<file path="src/inc/soc_defs.svh">
`ifndef SOC_DEFS_SVH
`define SOC_DEFS_SVH

// ------------------------------------------------------------
// Register addresses
// ------------------------------------------------------------
`define SOC_ADDR_EXT_CTRL 8'hb1
`define SOC_ADDR_INT_CTRL 8'hb2
`define SOC_ADDR_INT_CAL 8'hb3

// ------------------------------------------------------------
// External oscillator control fields
// ------------------------------------------------------------
`define SOC_EXT_VALID_BIT 7
`define SOC_EXT_MODE_HI 6
`define SOC_EXT_MODE_LO 4
`define SOC_EXT_FREQ_HI 2
`define SOC_EXT_FREQ_LO 0
`define SOC_EXT_RESET 8'h00

// ------------------------------------------------------------
// Internal oscillator control fields
// ------------------------------------------------------------
`define SOC_INT_DIV_HI 1
`define SOC_INT_DIV_LO 0
`define SOC_INT_SSE_BIT 4
`define SOC_INT_SRC_BIT 7
`define SOC_DIV_RESET 2'h3
`define SOC_SSE_RESET 1'b0
`define SOC_SRC_RESET 1'b0

// ------------------------------------------------------------
// Calibration
// ------------------------------------------------------------
`define SOC_CAL_HI 6
`define SOC_CAL_LO 0
`define SOC_CAL_PLACEHOLDER 7'h40

// ------------------------------------------------------------
// Spread spectrum timing, in oscillator cycles
// ------------------------------------------------------------
`define SOC_SS_STEP_CYCLES 32
`define SOC_SS_PERIOD_CYCLES 384
`define SOC_SS_MAX_STEPS 3

`endif

</file>
<file path="src/inc/soc_pkg.sv">
package soc_pkg;

	typedef enum logic [2:0] {
		SOC_EXT_OFF,
		SOC_EXT_CMOS,
		SOC_EXT_CMOS_DIV2,
		SOC_EXT_RC,
		SOC_EXT_CAP,
		SOC_EXT_XTAL,
		SOC_EXT_XTAL_DIV2
	} soc_ext_mode_t;

	typedef struct packed {
		logic [7:0] addr;
		logic wr;
		logic rd;
		logic [7:0] wdata;
	} soc_sfr_req_t;

	typedef struct packed {
		soc_ext_mode_t mode;
		logic oscOn;
		logic div2;
		logic crystalMode;
		logic [2:0] freqCtrl;
	} soc_ext_ctrl_t;

endpackage

</file>
<file path="src/verilog/soc_osc_ctrl.sv">
`timescale 1ns/1ps
`include "soc_defs.svh"

module soc_osc_ctrl #(
	parameter logic [6:0] CAL_DEFAULT = `SOC_CAL_PLACEHOLDER
) (
	// Clock, reset and enable
	input wire logic ref_clk,
	input wire logic rst,
	input wire logic ce,
	// Special function register port
	input wire soc_pkg::soc_sfr_req_t sfrReq,
	output logic [7:0] sfrRdata,
	// Factory trim and crystal status
	input wire logic [6:0] factoryTrim,
	input wire logic xtalStable,
	// Internal oscillator controls
	output logic [6:0] oscTrim,
	output logic signed [2:0] ssStep,
	output logic ssStepStrobe,
	output logic sysClkTick,
	output logic clkSrcExternal,
	// External oscillator controls
	output soc_pkg::soc_ext_ctrl_t extCtrl,
	output logic crystalValid
);

	// ------------------------------------------------------------
	// Decoding helpers
	// ------------------------------------------------------------
	function automatic soc_pkg::soc_ext_mode_t modeOf(input logic [2:0] code);
		case (code)
			3'h2: modeOf = soc_pkg::SOC_EXT_CMOS;
			3'h3: modeOf = soc_pkg::SOC_EXT_CMOS_DIV2;
			3'h4: modeOf = soc_pkg::SOC_EXT_RC;
			3'h5: modeOf = soc_pkg::SOC_EXT_CAP;
			3'h6: modeOf = soc_pkg::SOC_EXT_XTAL;
			3'h7: modeOf = soc_pkg::SOC_EXT_XTAL_DIV2;
			default: modeOf = soc_pkg::SOC_EXT_OFF;
		endcase
	endfunction

	function automatic logic isCrystal(input soc_pkg::soc_ext_mode_t m);
		isCrystal = (m == soc_pkg::SOC_EXT_XTAL) || (m == soc_pkg::SOC_EXT_XTAL_DIV2);
	endfunction

	// ------------------------------------------------------------
	// Register state
	// ------------------------------------------------------------
	logic [2:0] extModeCode;
	logic [2:0] extFreq;
	logic [1:0] divSel;
	logic ssEnable;
	logic srcExternal;
	logic [6:0] cal;
	logic trimPending;
	logic xtalSync1;
	logic xtalSync2;
	logic [2:0] divCnt;

	// Whole-register reset image, sliced per field
	localparam logic [7:0] EXT_RESET = `SOC_EXT_RESET;

	// ------------------------------------------------------------
	// Address decode
	// ------------------------------------------------------------
	wire hitExt = (sfrReq.addr == `SOC_ADDR_EXT_CTRL);
	wire hitInt = (sfrReq.addr == `SOC_ADDR_INT_CTRL);
	wire hitCal = (sfrReq.addr == `SOC_ADDR_INT_CAL);
	wire wrExt = sfrReq.wr && hitExt;
	wire wrInt = sfrReq.wr && hitInt;
	wire wrCal = sfrReq.wr && hitCal;

	wire soc_pkg::soc_ext_mode_t curMode = modeOf(extModeCode);
	wire next_valid = xtalSync2 && isCrystal(curMode);

	wire [7:0] extReadVal = {
		next_valid,
		extModeCode,
		1'b0,
		extFreq
	};
	wire [7:0] intReadVal = {
		srcExternal,
		2'b00,
		ssEnable,
		2'b00,
		divSel
	};
	wire [7:0] calReadVal = {1'b0, cal};
	wire [7:0] next_rdata = hitExt ? extReadVal :
		hitInt ? intReadVal :
		hitCal ? calReadVal : 8'h00;

	// ------------------------------------------------------------
	// Divider
	// ------------------------------------------------------------
	// Ratio minus one, so that the count ends at the terminal value
	wire [2:0] divLast = 3'((4'h1 << divSel) - 4'h1);
	wire divDone = (divCnt >= divLast);
	wire [2:0] next_divCnt = divDone ? 3'h0 : divCnt + 3'h1;

	// ------------------------------------------------------------
	// External oscillator control
	// ------------------------------------------------------------
	always_ff @(posedge ref_clk or posedge rst) begin
		if (rst) begin
			extModeCode <= EXT_RESET[`SOC_EXT_MODE_HI:`SOC_EXT_MODE_LO];
			extFreq <= EXT_RESET[`SOC_EXT_FREQ_HI:`SOC_EXT_FREQ_LO];
		end else if (ce && wrExt) begin
			extModeCode <= sfrReq.wdata[`SOC_EXT_MODE_HI:`SOC_EXT_MODE_LO];
			extFreq <= sfrReq.wdata[`SOC_EXT_FREQ_HI:`SOC_EXT_FREQ_LO];
		end
	end

	// ------------------------------------------------------------
	// Internal oscillator control
	// ------------------------------------------------------------
	always_ff @(posedge ref_clk or posedge rst) begin
		if (rst) begin
			divSel <= `SOC_DIV_RESET;
			ssEnable <= `SOC_SSE_RESET;
			srcExternal <= `SOC_SRC_RESET;
		end else if (ce && wrInt) begin
			divSel <= sfrReq.wdata[`SOC_INT_DIV_HI:`SOC_INT_DIV_LO];
			ssEnable <= sfrReq.wdata[`SOC_INT_SSE_BIT];
			srcExternal <= sfrReq.wdata[`SOC_INT_SRC_BIT];
		end
	end

	// ------------------------------------------------------------
	// Calibration
	// ------------------------------------------------------------
	// Factory trim is taken on the first enabled edge after reset release, unless a calibration write lands on that edge and wins
	always_ff @(posedge ref_clk or posedge rst) begin
		if (rst) begin
			cal <= CAL_DEFAULT;
			trimPending <= 1'b1;
		end else if (ce) begin
			if (wrCal) begin
				cal <= sfrReq.wdata[`SOC_CAL_HI:`SOC_CAL_LO];
				trimPending <= 1'b0;
			end else if (trimPending) begin
				cal <= factoryTrim;
				trimPending <= 1'b0;
			end
		end
	end

	// ------------------------------------------------------------
	// Crystal status synchroniser
	// ------------------------------------------------------------
	always_ff @(posedge ref_clk or posedge rst) begin
		if (rst) begin
			xtalSync1 <= 1'b0;
			xtalSync2 <= 1'b0;
		end else if (ce) begin
			xtalSync1 <= xtalStable;
			xtalSync2 <= xtalSync1;
		end
	end

	// ------------------------------------------------------------
	// Outputs
	// ------------------------------------------------------------
	always_ff @(posedge ref_clk or posedge rst) begin
		if (rst) begin
			divCnt <= 3'h0;
			sysClkTick <= 1'b0;
			sfrRdata <= 8'h00;
			oscTrim <= CAL_DEFAULT;
			clkSrcExternal <= `SOC_SRC_RESET;
			crystalValid <= 1'b0;
			extCtrl <= '0;
		end else if (ce) begin
			divCnt <= next_divCnt;
			sysClkTick <= divDone;
			if (sfrReq.rd)
				sfrRdata <= next_rdata;
			oscTrim <= cal;
			clkSrcExternal <= srcExternal;
			crystalValid <= next_valid;
			extCtrl.mode <= curMode;
			extCtrl.oscOn <= (curMode != soc_pkg::SOC_EXT_OFF);
			extCtrl.div2 <= (curMode == soc_pkg::SOC_EXT_CMOS_DIV2) ||
				(curMode == soc_pkg::SOC_EXT_XTAL_DIV2);
			extCtrl.crystalMode <= isCrystal(curMode);
			extCtrl.freqCtrl <= extFreq;
		end
	end

	// ------------------------------------------------------------
	// Spread spectrum modulation
	// ------------------------------------------------------------
	soc_ss_tri #(
		.STEP_CYCLES(`SOC_SS_STEP_CYCLES),
		.PERIOD_CYCLES(`SOC_SS_PERIOD_CYCLES),
		.MAX_STEPS(`SOC_SS_MAX_STEPS)
	) ssTri (
		.ref_clk(ref_clk),
		.rst(rst),
		.ce(ce),
		.enable(ssEnable),
		.step(ssStep),
		.stepStrobe(ssStepStrobe)
	);

endmodule // soc_osc_ctrl

</file>
<file path="src/verilog/soc_ss_tri.sv">
`timescale 1ns/1ps
`include "soc_defs.svh"

module soc_ss_tri #(
	parameter int STEP_CYCLES = `SOC_SS_STEP_CYCLES,
	parameter int PERIOD_CYCLES = `SOC_SS_PERIOD_CYCLES,
	parameter int MAX_STEPS = `SOC_SS_MAX_STEPS
) (
	// Clock and reset
	input wire logic ref_clk,
	input wire logic rst,
	input wire logic ce,
	// Control
	input wire logic enable,
	// Modulation
	output logic signed [2:0] step,
	output logic stepStrobe
);

	localparam int PHASES = PERIOD_CYCLES / STEP_CYCLES;

	logic [4:0] cycleCnt;
	logic [3:0] phase;

	// Stepped triangle: 0 up to +MAX, down to -MAX, back up to 0
	function automatic logic signed [2:0] triOf(input logic [3:0] p);
		int v;
		v = int'(p);
		if (v <= MAX_STEPS)
			triOf = 3'(v);
		else if (v <= 3 * MAX_STEPS)
			triOf = 3'(2 * MAX_STEPS - v);
		else
			triOf = 3'(v - 4 * MAX_STEPS);
	endfunction

	wire stepDue = (cycleCnt == 5'(STEP_CYCLES - 1));
	wire lastPhase = (phase == 4'(PHASES - 1));
	wire [3:0] next_phase = lastPhase ? 4'h0 : phase + 4'h1;

	always_ff @(posedge ref_clk or posedge rst) begin
		if (rst) begin
			cycleCnt <= 5'h0;
			phase <= 4'h0;
			step <= 3'sh0;
			stepStrobe <= 1'b0;
		end else if (ce) begin
			if (!enable) begin
				cycleCnt <= 5'h0;
				phase <= 4'h0;
				step <= 3'sh0;
				stepStrobe <= 1'b0;
			end else begin
				cycleCnt <= stepDue ? 5'h0 : cycleCnt + 5'h1;
				stepStrobe <= stepDue;
				if (stepDue) begin
					phase <= next_phase;
					step <= triOf(next_phase);
				end
			end
		end
	end

endmodule // soc_ss_tri
</file>
<file path="config.mk">
export PLATFORM = sky130hd
export DESIGN_NAME = soc_osc_ctrl
export DESIGN_NICKNAME = d
export VERILOG_FILES = /design/src/inc/soc_pkg.sv /design/src/verilog/soc_osc_ctrl.sv /design/src/verilog/soc_ss_tri.sv
export VERILOG_INCLUDE_DIRS = /design/src /design/src/inc
export SDC_FILE = /design/constraint.sdc
export NUM_CORES = 1
export LEC_CHECK = 0
export BUFFER_PORTS_ARGS = -buffer_cell sky130_fd_sc_hd__buf_2
export CAP_MARGIN = 40
export CORE_MARGIN = 5
export CORE_UTILIZATION = 38
export CTS_BUF_LIST = sky130_fd_sc_hd__clkbuf_16
export CTS_CLUSTER_SIZE = 40
export DETAILED_ROUTE_END_ITERATION = 12
export GPL_ROUTABILITY_DRIVEN = 0
export GPL_TIMING_DRIVEN = 0
export PLACE_DENSITY_LB_ADDON = 0.12
export SLEW_MARGIN = 20
export SYNTH_ARGS = -nofsm -noshare
export SYNTH_HDL_FRONTEND = slang
export SYNTH_SLANG_ARGS = --single-unit
</file>
<file path="constraint.sdc">
create_clock -name ref_clk -period 2.2 [get_ports ref_clk]
set_input_delay 0.44 -clock ref_clk [delete_from_list [all_inputs] [get_ports ref_clk]]
set_output_delay 0.44 -clock ref_clk [all_outputs]
set_load 0.01 [all_outputs]
</file>
==> results.tsv <==
metric	value	unit
ys_ff_latch	62	
syn_area_per_cell	11.08	µm²
clk_pin_slew	50	ps
dr_wl_met2	2879	µm
yosys_warnings	0	
crit_path_top_delay_cell	dfstp_2	
cp_top_family	compound AO/OA/AOI/OAI gates	
yosys_most_used_dff	dfrtp_1	
viasPerCell	5.018	
slew_violations	0	
cts_buffers	9	
yosysMostFrequentCell	dfrtp_1	
critPathMaxFanout	5	
crit_start	divSel[1]	
hpwl	5040	µm
crit-reg2reg-launch	divSel[1]	
antenna_left	0	
vias	2223	
peakVddDrop	0.4269	mV
initial_core_util	0.3860	
post-route-drc-count	0	
synth.distinct_cells	42	
ff2ff_path_depth	7	
nets	374	
grt_overflow_total	0	
syn_area	2937	µm²
synth-edff-count	0	
crit_chain	or2_2, ha_1, nand2b_1, a21o_1, a21oi_1, o21ai_0, o21ai_0	
worstSkewPairLatency	330	ps
seq_area_frac_synth	0.5305	
ctsHoldBuffers	0	
worstSetupStartpointType	flop	
rrSetupSlack	380	ps
die_h	97.91	µm
clock_skew	6.913	ps
path_class	flop to flop	
die_x	97.91	µm
grt_antenna_before_repair	0	
cp.required	2440	ps
ios	60	
path_buf_inv	0	
top_layer	met4	
power_switching_share	0.2316	
finalHoldWorstSlack	87.89	ps
grt_pass1_vias	2222	
clkPwrFrac	0.475	
synthTopCellsByArea	dfrtp_1, mux2_2, dfstp_2	
synth_largest_area_cell	dfrtp_1	
synth-async-reset-ratio	1.000	
p_int	2.167	mW
routed_wl	6894	µm
crit_cells	7	
wl_per_cell	15.56	µm
grt_pass1_wl	11540	µm
cts_resized	0	
core	7607	µm²
p_seq_frac	0.443	
cts_root_buffer	clkbuf_16	
hold_path.class	input pin to async pin	
cts_buffer_depth	2	
synth_common_cells	dfrtp_1, mux2_2, nor2_1	
drt-initial-drc-count	48	
status	complete, no violations	
maxCapViolations	0	
stdcell_area	3665	µm²
cts_max_level	3	
rr_endpoint	divCnt[2]	
row_count	32	
wl_met3	359	µm
cp.arrival	2060	ps
crit_top_cell	o21ai_0	
setup_viol	0	
cpPeakStageDelay	380	ps
postCtsSetupBuffers	0	
grt_start_max_net_pins	39	
die_area	9585	µm²
fill_cells	752	
tightestPinTransition	558.1	ps
synth_nets	303	
leakagePower	1.706	nW
firstDrtPassIters	4	
critPathCapture	divCnt[2]	
min_period	1821	ps
synth_top_cell_area_share	0.4857	
num_antenna_cells	0	
comb_power_share	0.082	
cts_tree	yes	
p_sw	0.6532	mW
rsz0062_at_grt	no	
timing.final.crit_share	0.8276	
drive_gt1_frac	0.3490	
worst_slack	379.3	ps
route.layer.met1.wl	3557	µm
relSlewSlack	0.6279	
power	2.821	mW
max_freq	549.2	MHz
post-place-ws	321.1	ps
synthCells	265	
dpl_cell_area	3382	µm²
portBuffers	59	
cts_sinks	62	
powerDensity	769.7	nW/µm²
hold_viol_final	0	
cp-end-kind	flop	
track_usage	0.1526	
syn_to_final_growth	24.80	%
fin_setup_tns	0	ps
## registers in the layout (all words and copies together), names as in the netlist, 2 cells and up
signal,count
extModeCode,3
ssTri.step,3
oscTrim,7
ssTri.phase,3
extCtrl,9
sfrRdata,8
divSel,2
extFreq,3
cal,7
divCnt,3
ssTri.cycleCnt,5
## layout make-up
cell class	count	area, µm²	area share
Inverter	16	62.56	0.01707
Buffer	11	50.05	0.01366
Clock buffer	9	225.2	0.06145
Timing Repair Buffer	60	315.3	0.08604
Multi-Input combinational cell	176	1269	0.3462
Sequential cell	62	1558	0.4251
Tap cell	102	127.6	0.03482
Clock inverter	7	57.56	0.01571
## power groups by stage
stage / Clock, mW / Combinational, mW / Sequential, mW
2_1_floorplan: 0 / 0.116 / 1.27
3_3_place_gp: 0 / 0.225 / 1.27
3_5_place_dp: 0 / 0.235 / 1.27
4_1_cts: 1.36 / 0.237 / 1.25
5_1_grt: 1.43 / 0.258 / 1.26
6_report: 1.34 / 0.230 / 1.25
## per-stage QoR
stage          std cells    util
2_1_floorplan        265       -
3_3_place_gp         426  0.4416
3_5_place_dp         427  0.4446
4_1_cts              443  0.4817
5_1_grt              443  0.4817
6_report             443  0.4817
## metal layers
metal  vias up  GRT usage
li1       1087          -
met1      1073     0.2247
met2        54     0.2079
met3         9    0.05071
met4         0    0.05431
met5         -          0
## layout by cell type, fill, tap and decap left out, types with 2 or more instances in the layout
cell       count
mux2_2        25
nand3_1        7
clkinv_1       2
o21ai_0       21
a211oi_1       2
dfstp_2        5
nand2b_1       2
nor2_1        23
inv_1         17
nand4_1        2
a22oi_1        7
clkbuf_16      9
nand4_4        2
clkbuf_1       6
xor2_1         2
xnor2_1        4
o22ai_1        8
ha_1           9
dfrtp_1       57
and3_1         4
o31ai_1        4
nor4b_4        2
nand2_1       20
a21oi_1       14
buf_2         63
## worst min-delay path by stage
| stage | startpoint | to | slack (ps) | depth (start not counted) |
|---|---|---|---|---|
| after CTS | rst | oscTrim[5] | 100 | 2 |
| after global routing | rst | sfrRdata[5] | 110 | 2 |
| final | rst | sfrRdata[6] | 90 | 2 |
| after global placement | sfrRdata[0] | sfrRdata[0] | 460 | 2 |
| after floorplan | trimPending | trimPending | 460 | 2 |
| after detailed placement | rst | sfrRdata[4] | 440 | 2 |
## kinds of logic (layout without fill, tap and decap cells)
kind of cell | after synthesis | in the layout | share of synthesized area
simple gates | 70 | 70 | 0.1393
buf+inv | 27 | 103 | 0.03750
fa+ha+maj | 9 | 9 | 0.03835
compound gates | 65 | 65 | 0.1372
flops | 62 | 62 | 0.5305
xor+xnor | 6 | 6 | 0.01790
mux | 26 | 26 | 0.09928
Note: power is estimated with default switching activity, not from simulation.
